`src/ddrmr_pkg.sv`:
```
// constants, field layout and encodings of the mode and extended register block
// assumes a single 40 MHz clock and an AXI4-Lite register slave with 32-bit data
`default_nettype none
package ddrmr_pkg;
  // ---------------------------------------------------------------
  // register offsets (byte addresses)
  // ---------------------------------------------------------------
  localparam logic [7:0] OFS_MODE     = 8'h00;
  localparam logic [7:0] OFS_EXT1     = 8'h04;
  localparam logic [7:0] OFS_EXT2     = 8'h08;
  localparam logic [7:0] OFS_EXT3     = 8'h0C;
  localparam logic [7:0] OFS_STRENGTH = 8'h10;
  localparam logic [7:0] OFS_STATUS   = 8'h14;
  // ---------------------------------------------------------------
  // bank select targets
  // ---------------------------------------------------------------
  localparam logic [1:0] BANK_MODE = 2'h0;
  localparam logic [1:0] BANK_EXT1 = 2'h1;
  localparam logic [1:0] BANK_EXT2 = 2'h2;
  localparam logic [1:0] BANK_EXT3 = 2'h3;
  // ---------------------------------------------------------------
  // field positions
  // ---------------------------------------------------------------
  localparam int LEN_LSB  = 0;
  localparam int BT_BIT   = 3;
  localparam int RDL_LSB  = 4;
  localparam int TM_BIT   = 7;
  localparam int DLLR_BIT = 8;
  localparam int WR_LSB   = 9;
  localparam int DLLD_BIT = 0;
  localparam int RDS_BIT  = 1;
  localparam int RTT0_BIT = 2;
  localparam int ADL_LSB  = 3;
  localparam int RTT1_BIT = 6;
  localparam int CAL_LSB  = 7;
  localparam int NDQS_BIT = 10;
  localparam int ESR_BIT  = 7;
  // ---------------------------------------------------------------
  // encodings and reset values
  // ---------------------------------------------------------------
  localparam logic [2:0] LEN_CODE4    = 3'h2;
  localparam logic [2:0] LEN_CODE8    = 3'h3;
  localparam logic [2:0] CAL_EXIT     = 3'h0;
  localparam logic [2:0] CAL_DRIVE_HI = 3'h1;
  localparam logic [2:0] CAL_DRIVE_LO = 3'h2;
  localparam logic [2:0] CAL_ADJUST   = 3'h4;
  localparam logic [2:0] CAL_DEFAULT  = 3'h7;
  localparam logic [3:0] STEP_RST     = 4'h8;
  localparam logic [3:0] STEP_MAX     = 4'hF;
  localparam logic [3:0] STEP_MIN     = 4'h0;
  localparam logic [12:0] REG_RST     = 13'h0000;
  localparam logic [1:0] RESP_OKAY    = 2'h0;
  localparam logic [1:0] RESP_SLVERR  = 2'h2;
endpackage : ddrmr_pkg
`default_nettype wire

```
`src/ddrmr_top.sv`:
```
// mode / extended register decode, dll control and driver impedance calibration
// assumes command pins synchronous to ref_clk_i, adjust beats given as rise/fall pairs
//
// Chosen here: register access over AXI4-Lite and the placing of the registers.
`default_nettype none
module ddrmr_top #(
  parameter int DQ_W = 16
) (
  input  wire logic              ref_clk_i,
  input  wire logic              rst_n_i,
  input  wire logic              cs_n_i,
  input  wire logic              ras_n_i,
  input  wire logic              cas_n_i,
  input  wire logic              we_n_i,
  input  wire logic              cke_i,
  input  wire logic [1:0]        bank_select_i,
  input  wire logic [12:0]       addr_i,
  input  wire logic [DQ_W-1:0]   dq_rise_i,
  input  wire logic [DQ_W-1:0]   dq_fall_i,
  output logic [DQ_W-1:0]        dq_o,
  output logic                   dq_oe_n_o,
  output logic                   dqs_o,
  output logic                   dqs_n_o,
  output logic                   dqs_oe_n_o,
  output logic [2:0]             burst_length_o,
  output logic                   burst_type_o,
  output logic [2:0]             read_latency_setting_o,
  output logic                   test_mode_o,
  output logic                   dll_reset_o,
  output logic [2:0]             write_recovery_o,
  output logic                   dll_enable_o,
  output logic                   reduced_drive_o,
  output logic [2:0]             additive_latency_o,
  output logic [1:0]             termination_o,
  output logic                   strobe_n_disable_o,
  output logic [2:0]             calibration_mode_o,
  output logic                   extended_refresh_rate_o,
  output logic [3:0]             pull_up_step_o,
  output logic [3:0]             pull_down_step_o,
  output logic                   self_refresh_o,
  input  wire logic [7:0]        s_axi_awaddr,
  input  wire logic              s_axi_awvalid,
  output logic                   s_axi_awready,
  input  wire logic [31:0]       s_axi_wdata,
  input  wire logic [3:0]        s_axi_wstrb,
  input  wire logic              s_axi_wvalid,
  output logic                   s_axi_wready,
  output logic [1:0]             s_axi_bresp,
  output logic                   s_axi_bvalid,
  input  wire logic              s_axi_bready,
  input  wire logic [7:0]        s_axi_araddr,
  input  wire logic              s_axi_arvalid,
  output logic                   s_axi_arready,
  output logic [31:0]            s_axi_rdata,
  output logic [1:0]             s_axi_rresp,
  output logic                   s_axi_rvalid,
  input  wire logic              s_axi_rready
);

  // ---------------------------------------------------------------
  // state
  // ---------------------------------------------------------------
  typedef enum logic [1:0] {
    ADJ_IDLE,
    ADJ_WAIT,
    ADJ_LATE,
    ADJ_APPLY
  } ddrmr_adj_t;

  typedef struct packed {
    logic [12:0]     mode_reg;
    logic [12:0]     ext1_reg;
    logic [12:0]     ext2_reg;
    logic [12:0]     ext3_reg;
    logic [3:0]      pu_step;
    logic [3:0]      pd_step;
    logic            in_sr;
    logic            dll_run;
    logic            dll_rst;
    ddrmr_adj_t      adj;
    logic [3:0]      cnt;
    logic [3:0]      code;
    logic [DQ_W-1:0] dq;
    logic            dq_oe_n;
    logic            dqs;
    logic            dqs_n;
    logic            awready;
    logic            wready;
    logic            aw_got;
    logic            w_got;
    logic [7:0]      awaddr;
    logic [31:0]     wdata;
    logic [3:0]      wstrb;
    logic            bvalid;
    logic [1:0]      bresp;
    logic            arready;
    logic            rvalid;
    logic [31:0]     rdata;
    logic [1:0]      rresp;
  } ddrmr_state_t;

  ddrmr_state_t s;
  ddrmr_state_t next_s;

  // ---------------------------------------------------------------
  // command decode
  // ---------------------------------------------------------------
  logic reg_write;
  logic sr_entry;
  logic [2:0] new_cal;
  logic [3:0] wlat;

  // all four strobes low with clock gate high writes a register
  assign reg_write = ~cs_n_i & ~ras_n_i & ~cas_n_i & ~we_n_i & cke_i;
  assign sr_entry  = ~cs_n_i & ~ras_n_i & ~cas_n_i & we_n_i & ~cke_i;
  assign new_cal   = addr_i[ddrmr_pkg::CAL_LSB +: 3];
  // write latency is additive plus read latency minus one
  assign wlat = 4'({1'b0, s.ext1_reg[ddrmr_pkg::ADL_LSB +: 3]})
              + 4'({1'b0, s.mode_reg[ddrmr_pkg::RDL_LSB +: 3]}) - 4'h1;

  // ---------------------------------------------------------------
  // helpers
  // ---------------------------------------------------------------
  function automatic logic [3:0] ddrmr_step(input logic [3:0] v, input logic inc, input logic dec);
    logic [3:0] r;
    r = v;
    if (inc && v != ddrmr_pkg::STEP_MAX) begin
      r = v + 4'h1;
    end else if (dec && v != ddrmr_pkg::STEP_MIN) begin
      r = v - 4'h1;
    end
    return r;
  endfunction : ddrmr_step

  function automatic logic [31:0] ddrmr_read(input ddrmr_state_t st, input logic [7:0] a);
    logic [31:0] r;
    r = 32'h0000_0000;
    unique case (a)
      ddrmr_pkg::OFS_MODE:     r = {19'h0_0000, st.mode_reg};
      ddrmr_pkg::OFS_EXT1:     r = {19'h0_0000, st.ext1_reg};
      ddrmr_pkg::OFS_EXT2:     r = {19'h0_0000, st.ext2_reg};
      ddrmr_pkg::OFS_EXT3:     r = {19'h0_0000, st.ext3_reg};
      ddrmr_pkg::OFS_STRENGTH: r = {24'h00_0000, st.pd_step, st.pu_step};
      ddrmr_pkg::OFS_STATUS:   r = {27'h000_0000, st.adj, st.dll_rst, st.dll_run, st.in_sr};
      default:                 r = 32'h0000_0000;
    endcase
    return r;
  endfunction : ddrmr_read

  function automatic logic ddrmr_mapped(input logic [7:0] a);
    return (a == ddrmr_pkg::OFS_MODE) || (a == ddrmr_pkg::OFS_EXT1) || (a == ddrmr_pkg::OFS_EXT2)
        || (a == ddrmr_pkg::OFS_EXT3) || (a == ddrmr_pkg::OFS_STRENGTH) || (a == ddrmr_pkg::OFS_STATUS);
  endfunction : ddrmr_mapped

  // ---------------------------------------------------------------
  // next state
  // ---------------------------------------------------------------
  always_comb begin
    logic pu_inc;
    logic pu_dec;
    logic pd_inc;
    logic pd_dec;
    logic [3:0] c;
    pu_inc = 1'b0;
    pu_dec = 1'b0;
    pd_inc = 1'b0;
    pd_dec = 1'b0;
    c      = s.code;
    next_s = s;
    next_s.dll_rst = 1'b0;

    // register programming
    if (reg_write) begin
      unique case (bank_select_i)
        ddrmr_pkg::BANK_MODE: begin
          next_s.mode_reg = addr_i;
          next_s.dll_rst  = addr_i[ddrmr_pkg::DLLR_BIT];
        end
        ddrmr_pkg::BANK_EXT1: begin
          next_s.ext1_reg = addr_i;
          if (new_cal == ddrmr_pkg::CAL_ADJUST) begin
            // previously programmed additive latency stays in force
            next_s.ext1_reg[ddrmr_pkg::ADL_LSB +: 3] = s.ext1_reg[ddrmr_pkg::ADL_LSB +: 3];
            next_s.adj = ADJ_WAIT;
            next_s.cnt = wlat - 4'h1;
          end
        end
        ddrmr_pkg::BANK_EXT2: begin
          next_s.ext2_reg = addr_i;
        end
        ddrmr_pkg::BANK_EXT3: begin
          next_s.ext3_reg = addr_i;
        end
      endcase
    end

    // self refresh turns the dll off, exit re-enables and resets it
    if (sr_entry) begin
      next_s.in_sr = 1'b1;
    end else if (s.in_sr && cke_i) begin
      next_s.in_sr   = 1'b0;
      next_s.dll_rst = 1'b1;
    end
    next_s.dll_run = ~next_s.ext1_reg[ddrmr_pkg::DLLD_BIT] & ~next_s.in_sr;

    // adjust data capture, beats in fixed order regardless of burst type
    unique case (s.adj)
      ADJ_IDLE: begin
      end
      ADJ_WAIT: begin
        if (s.cnt == 4'h0) begin
          next_s.code = {dq_rise_i[0], dq_fall_i[0], 2'b00};
          next_s.adj  = ADJ_LATE;
        end else begin
          next_s.cnt = s.cnt - 4'h1;
        end
      end
      ADJ_LATE: begin
        next_s.code = {s.code[3:2], dq_rise_i[0], dq_fall_i[0]};
        next_s.adj  = ADJ_APPLY;
      end
      ADJ_APPLY: begin
        next_s.adj = ADJ_IDLE;
        unique case (c)
          4'h1: pu_inc = 1'b1;
          4'h2: pu_dec = 1'b1;
          4'h4: pd_inc = 1'b1;
          4'h8: pd_dec = 1'b1;
          4'h5: begin
            pu_inc = 1'b1;
            pd_inc = 1'b1;
          end
          4'h6: begin
            pu_dec = 1'b1;
            pd_inc = 1'b1;
          end
          4'h9: begin
            pu_inc = 1'b1;
            pd_dec = 1'b1;
          end
          4'hA: begin
            pu_dec = 1'b1;
            pd_dec = 1'b1;
          end
          // no-op and reserved codes leave both strengths alone
          default: begin
            pu_inc = 1'b0;
          end
        endcase
      end
    endcase

    // software presets the step first, a pending adjustment then moves it
    if (s.aw_got && s.w_got && !s.bvalid && s.awaddr == ddrmr_pkg::OFS_STRENGTH && s.wstrb[0]) begin
      next_s.pu_step = s.wdata[3:0];
      next_s.pd_step = s.wdata[7:4];
    end
    // one step value for every data line and strobe
    next_s.pu_step = ddrmr_step(next_s.pu_step, pu_inc, pu_dec);
    next_s.pd_step = ddrmr_step(next_s.pd_step, pd_inc, pd_dec);

    // drive modes
    unique case (next_s.ext1_reg[ddrmr_pkg::CAL_LSB +: 3])
      ddrmr_pkg::CAL_DRIVE_HI: begin
        next_s.dq      = '1;
        next_s.dqs     = 1'b1;
        next_s.dqs_n   = 1'b0;
        next_s.dq_oe_n = 1'b0;
      end
      ddrmr_pkg::CAL_DRIVE_LO: begin
        next_s.dq      = '0;
        next_s.dqs     = 1'b0;
        next_s.dqs_n   = 1'b1;
        next_s.dq_oe_n = 1'b0;
      end
      // exit, adjust, default and unused codes leave the drivers off
      default: begin
        next_s.dq      = '0;
        next_s.dqs     = 1'b0;
        next_s.dqs_n   = 1'b0;
        next_s.dq_oe_n = 1'b1;
      end
    endcase

    // axi write channels, taken in either order
    if (s_axi_awvalid && s.awready) begin
      next_s.aw_got = 1'b1;
      next_s.awaddr = s_axi_awaddr;
    end
    if (s_axi_wvalid && s.wready) begin
      next_s.w_got = 1'b1;
      next_s.wdata = s_axi_wdata;
      next_s.wstrb = s_axi_wstrb;
    end
    if (s.aw_got && s.w_got && !s.bvalid) begin
      next_s.aw_got = 1'b0;
      next_s.w_got  = 1'b0;
      next_s.bvalid = 1'b1;
      next_s.bresp  = ddrmr_mapped(s.awaddr) ? ddrmr_pkg::RESP_OKAY : ddrmr_pkg::RESP_SLVERR;
    end else if (s.bvalid && s_axi_bready) begin
      next_s.bvalid = 1'b0;
    end
    next_s.awready = ~next_s.aw_got;
    next_s.wready  = ~next_s.w_got;

    // axi read channel
    if (s_axi_arvalid && s.arready) begin
      next_s.rvalid = 1'b1;
      next_s.rdata  = ddrmr_read(s, s_axi_araddr);
      next_s.rresp  = ddrmr_mapped(s_axi_araddr) ? ddrmr_pkg::RESP_OKAY : ddrmr_pkg::RESP_SLVERR;
    end else if (s.rvalid && s_axi_rready) begin
      next_s.rvalid = 1'b0;
    end
    next_s.arready = ~next_s.rvalid;
  end

  // ---------------------------------------------------------------
  // registers
  // ---------------------------------------------------------------
  always_ff @(posedge ref_clk_i or negedge rst_n_i) begin
    if (!rst_n_i) begin
      s          <= '0;
      s.mode_reg <= ddrmr_pkg::REG_RST;
      s.ext1_reg <= ddrmr_pkg::REG_RST;
      s.pu_step  <= ddrmr_pkg::STEP_RST;
      s.pd_step  <= ddrmr_pkg::STEP_RST;
      s.adj      <= ADJ_IDLE;
      s.dq_oe_n  <= 1'b1;
      s.awready  <= 1'b1;
      s.wready   <= 1'b1;
      s.arready  <= 1'b1;
    end else begin
      s <= next_s;
    end
  end

  // ---------------------------------------------------------------
  // outputs
  // ---------------------------------------------------------------
  assign dq_o                    = s.dq;
  assign dq_oe_n_o               = s.dq_oe_n;
  assign dqs_o                   = s.dqs;
  assign dqs_n_o                 = s.dqs_n;
  assign dqs_oe_n_o              = s.dq_oe_n;
  assign burst_length_o          = s.mode_reg[ddrmr_pkg::LEN_LSB +: 3];
  assign burst_type_o            = s.mode_reg[ddrmr_pkg::BT_BIT];
  assign read_latency_setting_o  = s.mode_reg[ddrmr_pkg::RDL_LSB +: 3];
  assign test_mode_o             = s.mode_reg[ddrmr_pkg::TM_BIT];
  assign dll_reset_o             = s.dll_rst;
  assign write_recovery_o        = s.mode_reg[ddrmr_pkg::WR_LSB +: 3];
  assign dll_enable_o            = s.dll_run;
  assign reduced_drive_o         = s.ext1_reg[ddrmr_pkg::RDS_BIT];
  assign additive_latency_o      = s.ext1_reg[ddrmr_pkg::ADL_LSB +: 3];
  assign termination_o           = {s.ext1_reg[ddrmr_pkg::RTT1_BIT], s.ext1_reg[ddrmr_pkg::RTT0_BIT]};
  assign strobe_n_disable_o      = s.ext1_reg[ddrmr_pkg::NDQS_BIT];
  assign calibration_mode_o      = s.ext1_reg[ddrmr_pkg::CAL_LSB +: 3];
  assign extended_refresh_rate_o = s.ext2_reg[ddrmr_pkg::ESR_BIT];
  assign pull_up_step_o          = s.pu_step;
  assign pull_down_step_o        = s.pd_step;
  assign self_refresh_o          = s.in_sr;
  assign s_axi_awready           = s.awready;
  assign s_axi_wready            = s.wready;
  assign s_axi_bresp             = s.bresp;
  assign s_axi_bvalid            = s.bvalid;
  assign s_axi_arready           = s.arready;
  assign s_axi_rdata             = s.rdata;
  assign s_axi_rresp             = s.rresp;
  assign s_axi_rvalid            = s.rvalid;

endmodule : ddrmr_top
`default_nettype wire

```
`config.mk`:
```
export PLATFORM = sky130hd
export DESIGN_NAME = ddrmr_top
export DESIGN_NICKNAME = d
export VERILOG_FILES = /design/src/ddrmr_pkg.sv /design/src/ddrmr_top.sv
export SDC_FILE = /design/constraint.sdc
export NUM_CORES = 1
export LEC_CHECK = 0
export BUFFER_PORTS_ARGS = -buffer_cell sky130_fd_sc_hd__buf_2
export CAP_MARGIN = 10
export CELL_PAD_IN_SITES_DETAIL_PLACEMENT = 2
export CELL_PAD_IN_SITES_GLOBAL_PLACEMENT = 2
export CORE_ASPECT_RATIO = 0.6
export CORE_MARGIN = 10
export CORE_UTILIZATION = 34
export CTS_CLUSTER_SIZE = 24
export DETAILED_ROUTE_END_ITERATION = 12
export PLACE_DENSITY = 0.91
export SYNTH_ARGS = -nofsm -noshare
export SYNTH_HDL_FRONTEND = slang
export SYNTH_SLANG_ARGS = --single-unit
```
`constraint.sdc`:
```
create_clock -name ref_clk_i -period 7.5 [get_ports ref_clk_i]
set_input_delay 1.875 -clock ref_clk_i [delete_from_list [all_inputs] [get_ports ref_clk_i]]
set_output_delay 1.875 -clock ref_clk_i [all_outputs]
set_load 0.02 [all_outputs]
```
==> results of run 1 <==
-- path summary, 6_finish.rpt --
kind | start | end | slack, ns | cells after the start
max in group asynchronous | rst_n_i | s[142] | 4.67 | 2
max reg2reg | s[75] | pull_up_step_o[1] | 4.18 | 10
min reg2reg | s_axi_rdata[12] | s_axi_rdata[12] | 0.47 | 2
max | ras_n_i | s[111] | 3.84 | 8
min in group asynchronous | rst_n_i | dqs_n_o | 1.46 | 1
min | s_axi_rdata[12] | s_axi_rdata[12] | 0.47 | 2
-- layer usage --
| metal | share of wire, % | vias to the layer above | track usage [%] | wire length (µm) |
|---|---|---|---|---|
| met3 | 8.0 | 35 | 6.45 | 1620 |
| met1 | 39 | 2291 | 19.2 | 8010 |
| li1 | - | 1939 | - | - |
| met5 | 0.17 | - | 0 | 34 |
| met4 | 1.5 | 6 | 5.79 | 299 |
| met2 | 51 | 119 | 29.8 | 10300 |
-- through the flow --
stage / hold WS, ns / power (mW) / std cells / cell area (µm²) / setup slack (ns)
after global routing: 0.510 / 2.50 / 858 / 7050 / 3.71
after global placement: 0.457 / 1.47 / 826 / 6460 / 3.60
after detailed placement: 0.465 / 1.55 / 826 / 6460 / 3.46
after CTS: 0.479 / 2.39 / 858 / 7050 / 3.81
final: 0.473 / 2.37 / 859 / 7050 / 3.84
after floorplan: 0.435 / 1.37 / 558 / 6170 / 3.86
-- Yosys cell counts, types with 2 or more instances --
cell       instances
a211oi_1           2
a21o_1             3
a21oi_1            7
a22oi_1            3
a31oi_1            9
a32oi_1            2
a41oi_1            2
and2_1             3
and3_1             2
buf_1              4
buf_4             79
clkbuf_1          12
dfrtp_1          109
dfstp_2            6
ha_1               9
inv_1             21
mux2_2            72
mux2i_1           14
mux4_2            10
nand2_1           46
nand2b_1           3
nand3_1            8
nand4b_1           5
nor2_1            19
nor2b_1            9
nor3_1            10
nor3b_1            4
nor4b_1            2
o211a_1            2
o21ai_0           27
o22ai_1            4
o2bb2ai_1          2
o41ai_1            2
xnor2_1            6
xor2_1             3
-- sequential cells by signal (all words and copies together) (netlist names), 2 cells and up --
register,flops
write_recovery_o,3
s,59
read_latency_setting_o,3
calibration_mode_o,3
burst_length_o,3
pull_down_step_o,4
additive_latency_o,3
termination_o,2
pull_up_step_o,4
s_axi_rdata,13
-- kinds of logic after synthesis --
family | synth area share [%]
adders and majority gates | 2.18
and+or+nand+nor | 10.3
muxes | 19.5
other | 0.0615
buffers and inverters | 12.2
AOI/OAI and AO/OA | 7.10
DFF | 47.4
xor gates and xnor gates | 1.29
-- worst max-delay path: stages --
cell and delay, ns:
buf_2 0.10, nor3_1 0.39, nand4b_1 0.14, buf_4 0.25
nor2b_1 0.61, mux2_2 0.41, nand2_1 0.06, o21ai_0 0.09
-- power by group --
part,switching [mW],internal [mW],total (mW)
Sequential,0.160,0.780,0.940
Clock,0.327,0.488,0.815
Combinational,0.356,0.255,0.610
Total,0.843,1.52,2.37
-- area by class of cell --
type                    instances  area share, %
diodes                          1         0.0355
clock buffers                  20           6.62
clock inverters                12           1.70
inverters                      21           1.12
multi-input cells             326           36.1
flip-flops and latches        115           40.9
well taps                     234           4.15
repair buffers                130           9.40
==> impl_metrics.csv, run 1 <==
group,metric,value,unit
yosys,syn_avg_cell_area,11.3,µm²
drt,routed_via_density,5.11,
final_layout,area_delta_synth_final,15.8,%
final_layout,drive_above_1_share,41.0,%
pwr,powerDensity,335,nW/µm²
clocking,clk-insertion-delay-late,0.43,ns
timing,rsz0062_at_grt,"no",
critical_path,critPathMaxFanout,18,
drt,first_iter_violations,202,
yosys,synth-main-ff-cell,"dfrtp_1",
clocking,clock_sinks,115,
drt,antenna_left,0,
timing,period_share,48.8,%
outcome,status,"complete, no violations",
yosys,synth_largest_area_cell,"dfrtp_1",
floorplanning,dieArea,23900,µm²
clocking,cts_setup_buffers,0,
floorplanning,start_util,35.1,%
floorplanning,die_y,124,µm
timing,tns,0,ns
timing,max_slew.worst_pin.slew,1.20,ns
drt,drcViolationCount,0,
final_layout,fillers,1845,
global_route,track_usage,17.2,%
global_route,antenna_found_initial,6,
drt,routed_wl,20300,µm
clocking,max-clock-path-buffers,2,
final_layout,fin_nets,732,
timing,finalCriticalPeriod,3.66,ns
pwr,max-vdd-ir-drop,147,µV
drt,vias,4390,
floorplanning,die_w,193,µm
yosys,ys_seq_area_share,47.4,%
clocking,root_buffer,"clkbuf_16",
timing,finalMaxSlewViolations,0,
critical_path,crit_arrival,3.94,ns
clocking,numCtsBuffers,17,
final_layout,mostFrequentLayoutCells,"125 x buf_2, 109 x dfrtp_1, 72 x mux2_2",
final_layout,final_common_cell,"buf_2",
final_layout,regArea,2890,µm²
drt,wl_per_cell,23.6,µm
global_route,grt_max_degree,69,
yosys,netlist_top_cells_area,"dfrtp_1 45%, mux2_2 13%, buf_4 9.7%",
timing,setup_violations,0,
yosys,ys_seq_elements,115,
clocking,tritoncts,"done",
yosys,synth_top_area_share,44.8,%
critical_path,cp-start-kind,"primary input",
global_route,grt_pass1_vias,5118,
clocking,cts_resized,0,
final_layout,multiInputGateArea,2540,µm²
yosys,synth_warnings,0,
yosys,synthesis.instances,538,
critical_path,endpoint_kind,"flip-flop",
timing,fin_skew,0.00888,ns
timing,hold_viol,0,
global_route,overflow,0,
critical_path,crit_required,7.78,ns
run,cap_violations,0,
yosys,ys_types,52,
clocking,postCtsHoldBufs,0,
yosys,async_flop_share,100,%
floorplanning,rows,37,
floorplanning,num_io_pins,205,
pwr,p_leak,3.39,nW
critical_path,crit_type,"in -> reg",
yosys,synth.cell_area,6090,µm²
drt,dr.pass1.iters,4,
placement,gp_congestion,0.761,
clocking,clk_pin_slew,0.06,ns
placement,portBuffers,126,
timing,fmax,273,MHz
final_layout,utilization,40.6,%
global_route,grt_pass1_wl,30900,µm
clocking,cts_max_level,4,
min_path,min_path_type,"reg -> reg",
floorplanning,core_area,17400,µm²
yosys,synth_edf_count,0,
timing,slew_headroom,19.5,%
placement,dp_hpwl,14300,µm
Power figures use the tool's default switching activity.
==> inputs of run 2 (changes only) <==
--- a/config.mk
+++ b/config.mk
@@ -5,16 +5,17 @@
 export SDC_FILE = /design/constraint.sdc
 export NUM_CORES = 1
 export LEC_CHECK = 0
+export ABC_AREA = 1
 export BUFFER_PORTS_ARGS = -buffer_cell sky130_fd_sc_hd__buf_2
 export CAP_MARGIN = 10
 export CELL_PAD_IN_SITES_DETAIL_PLACEMENT = 2
 export CELL_PAD_IN_SITES_GLOBAL_PLACEMENT = 2
 export CORE_ASPECT_RATIO = 0.6
 export CORE_MARGIN = 10
-export CORE_UTILIZATION = 34
+export CORE_UTILIZATION = 26
 export CTS_CLUSTER_SIZE = 24
 export DETAILED_ROUTE_END_ITERATION = 12
-export PLACE_DENSITY = 0.91
+export PLACE_DENSITY = 0.82
 export SYNTH_ARGS = -nofsm -noshare
 export SYNTH_HDL_FRONTEND = slang
 export SYNTH_SLANG_ARGS = --single-unit
==> constraint.sdc (replaced) <==
create_clock -name ref_clk_i -period 3.2 [get_ports ref_clk_i]
set_input_delay 0.8 -clock ref_clk_i [delete_from_list [all_inputs] [get_ports ref_clk_i]]
set_output_delay 0.8 -clock ref_clk_i [all_outputs]
set_load 0.02 [all_outputs]
==> run 2 against run 1 <==
  * Count of clock-buffer cells in the layout is 3 lower
  * Sequential cell count is the same
  * Final area is 3.4% higher
  * Worst setup slack lost 2.9 ns
  * Wire length is 7.1% higher
  * Worst hold slack got worse by 0.14 ns
  * Register-to-register slack got worse by 3.2 ns
  * Combinational power grew to 2.6 times the previous value
  * First-iteration DRC count grew 75%
  * Clock power is 130% higher
  * Clock skew rose by 0.0028 ns
  * Critical path depth up 5
  * Critical path type is now reg -> reg
  * Largest cell class unchanged
  * Largest power group unchanged
  * Highest routed layer unchanged
==> impl_metrics.csv, run 2 <==
group,metric,value,unit
yosys,synth_largest_area_cell,"dfrtp_1",
clocking,max-clock-path-buffers,2,
timing,hold_viol,0,
placement,gp_congestion,0.779,
clocking,cts_max_level,4,
min_path,min_path_type,"in -> async",
timing,fmax,445,MHz
timing,fin_skew,0.0117,ns
pwr,p_leak,3.84,nW
placement,portBuffers,126,
global_route,track_usage,14.3,%
final_layout,regArea,2890,µm²
global_route,grt_pass1_wl,34000,µm
clocking,root_buffer,"clkbuf_16",
yosys,synth_warnings,0,
critical_path,r2r_end,"pull_down_step_o[3]",
floorplanning,dieArea,30500,µm²
final_layout,mostFrequentLayoutCells,"200 x nand2_1, 125 x buf_2, 109 x dfrtp_1",
yosys,synth_edf_count,0,
timing,holdWs,0.333,ns
critical_path,worstSetupEndpoint,"pull_down_step_o[3]",
floorplanning,rows,43,
critical_path,crit_path_start,"s_axi_bvalid",
clocking,clock_sinks,115,
yosys,async_flop_share,100,%
timing,tns,0,ns
timing,rsz0062_at_grt,"no",
drt,wl_per_cell,18.5,µm
critical_path,r2r-start,"s_axi_bvalid",
global_route,grt_pass1_vias,5665,
placement,place_ws,0.554,ns
drt,first_iter_violations,353,
outcome,status,"complete, no violations",
global_route,grt_max_degree,51,
critical_path,critPathMaxFanout,15,
final_layout,fillers,2737,
yosys,synth.most_common_cell,"nand2_1",
final_layout,fin_nets,962,
yosys,ys_seq_area_share,46.8,%
global_route,antenna_found_initial,5,
yosys,synthesis.instances,758,
critical_path,reg2reg_slack,0.95,ns
critical_path,worstRegToRegCells,13,
critical_path,endpoint_kind,"flip-flop",
drt,routed_via_density,4.41,
final_layout,multiInputGateArea,2340,µm²
placement,dp_hpwl,16700,µm
timing,slew_headroom,44.1,%
critical_path,crit_arrival,2.60,ns
clocking,postCtsHoldBufs,0,
floorplanning,start_util,26.5,%
critical_path,crit_required,3.55,ns
critical_path,cp-start-kind,"flip-flop",
timing,fin_ws,0.955,ns
floorplanning,die_y,139,µm
global_route,overflow,0,
yosys,netlist_top_cells_area,"dfrtp_1 44%, nand2_1 12%, buf_4 9.7%",
yosys,ys_types,40,
final_layout,top_register,"s",
run,cap_violations,0,
timing,max_slew.worst_pin.slew,0.832,ns
floorplanning,num_io_pins,205,
final_layout,largest_reg_flops,59,
final_layout,final_common_cell,"nand2_1",
clocking,tritoncts,"done",
pwr,max-vdd-ir-drop,376,µV
drt,vias,5168,
clocking,cts_resized,0,
yosys,ys_seq_elements,115,
critical_path,crit_type,"reg -> reg",
timing,finalCriticalPeriod,2.25,ns
final_layout,utilization,31.4,%
clocking,cts_setup_buffers,0,
drt,dr.pass1.iters,5,
yosys,syn_avg_cell_area,8.14,µm²
drt,antenna_left,0,
timing,setup_violations,0,
floorplanning,die_w,219,µm
yosys,synth-main-ff-cell,"dfrtp_1",
floorplanning,core_area,23200,µm²
clocking,clk-insertion-delay-late,0.42,ns
drt,drcViolationCount,0,
timing,period_share,70.2,%
timing,finalMaxSlewViolations,0,
clocking,numCtsBuffers,17,
yosys,synth.cell_area,6170,µm²
drt,routed_wl,21700,µm
clocking,clk_pin_slew,0.06,ns
yosys,synth_top_area_share,44.2,%
final_layout,area_delta_synth_final,18.3,%
pwr,powerDensity,766,nW/µm²
yosys,synthTopCellsByCount,"200 x nand2_1, 109 x dfrtp_1, 92 x inv_1, 80 x buf_4, 77 x o21ai_0",
final_layout,drive_above_1_share,24.9,%
[run 2: metal layers]
metal	GRT usage [%]	vias to the layer above	share of wire, %
li1	-	2484	-
met1	19.3	2587	48
met2	21.6	81	45
met3	5.24	12	6.0
met4	2.06	4	0.48
met5	0	-	0.16
[run 2: power by group]
group / internal [mW] / switching (mW) / leakage [nW]
logic: 0.498 / 1.12 / 2.13
registers: 1.84 / 0.248 / 1.43
clock network: 1.15 / 0.740 / 0.284
[run 2: worst max-delay path, stage by stage (launching register included)]
cell,delay (ns)
dfrtp_1,0.39
inv_2,0.06
nand3_2,0.14
nor2_4,0.36
nand2_4,0.23
nand2_1,0.11
nand2_1,0.10
ha_1,0.26
nand3_1,0.13
nand4_1,0.16
nand2_1,0.11
nand2_1,0.05
nand2_1,0.05
inv_1,0.04
[run 2: stage by stage]
step                      instance area, µm²  cells  total power, mW
after floorplan                         6240    778             3.29
after global placement                  6710   1137             3.64
after detailed placement                6710   1137             3.74
after CTS                               7290   1169             5.67
after global routing                    7290   1169             5.99
final                                   7300   1172             5.59
[run 2: worst min path at each step]
stage                  from             end  slack (ns)  cells past startpoint
2_1_floorplan        s[110]          s[110]        0.44                      1
3_3_place_gp   s_axi_rvalid   s_axi_arready        0.42                      1
3_5_place_dp   s_axi_rvalid   s_axi_arready        0.43                      1
4_1_cts             rst_n_i  s_axi_rdata[8]        0.34                      1
5_1_grt             rst_n_i  s_axi_rresp[1]        0.35                      1
6_report            rst_n_i  s_axi_rresp[1]        0.33                      1
[run 2: final cells by class]
class | count | area share [%]
clock buffers | 17 | 5.83
multi-input cells | 474 | 32.1
inverters | 96 | 4.94
repair buffers | 137 | 9.98
flip-flops and latches | 115 | 39.5
diodes | 3 | 0.103
well taps | 315 | 5.40
clock inverters | 15 | 2.14
[run 2: kinds of logic after synthesis]
group | Yosys count | share of synthesized area, %
simple gates | 310 | 22.7
buf+inv | 189 | 16.5
compound gates | 129 | 11.3
flops | 115 | 46.8
fa+ha+maj | 10 | 2.15
xor+xnor | 4 | 0.568
other cells | 1 | 0.0608
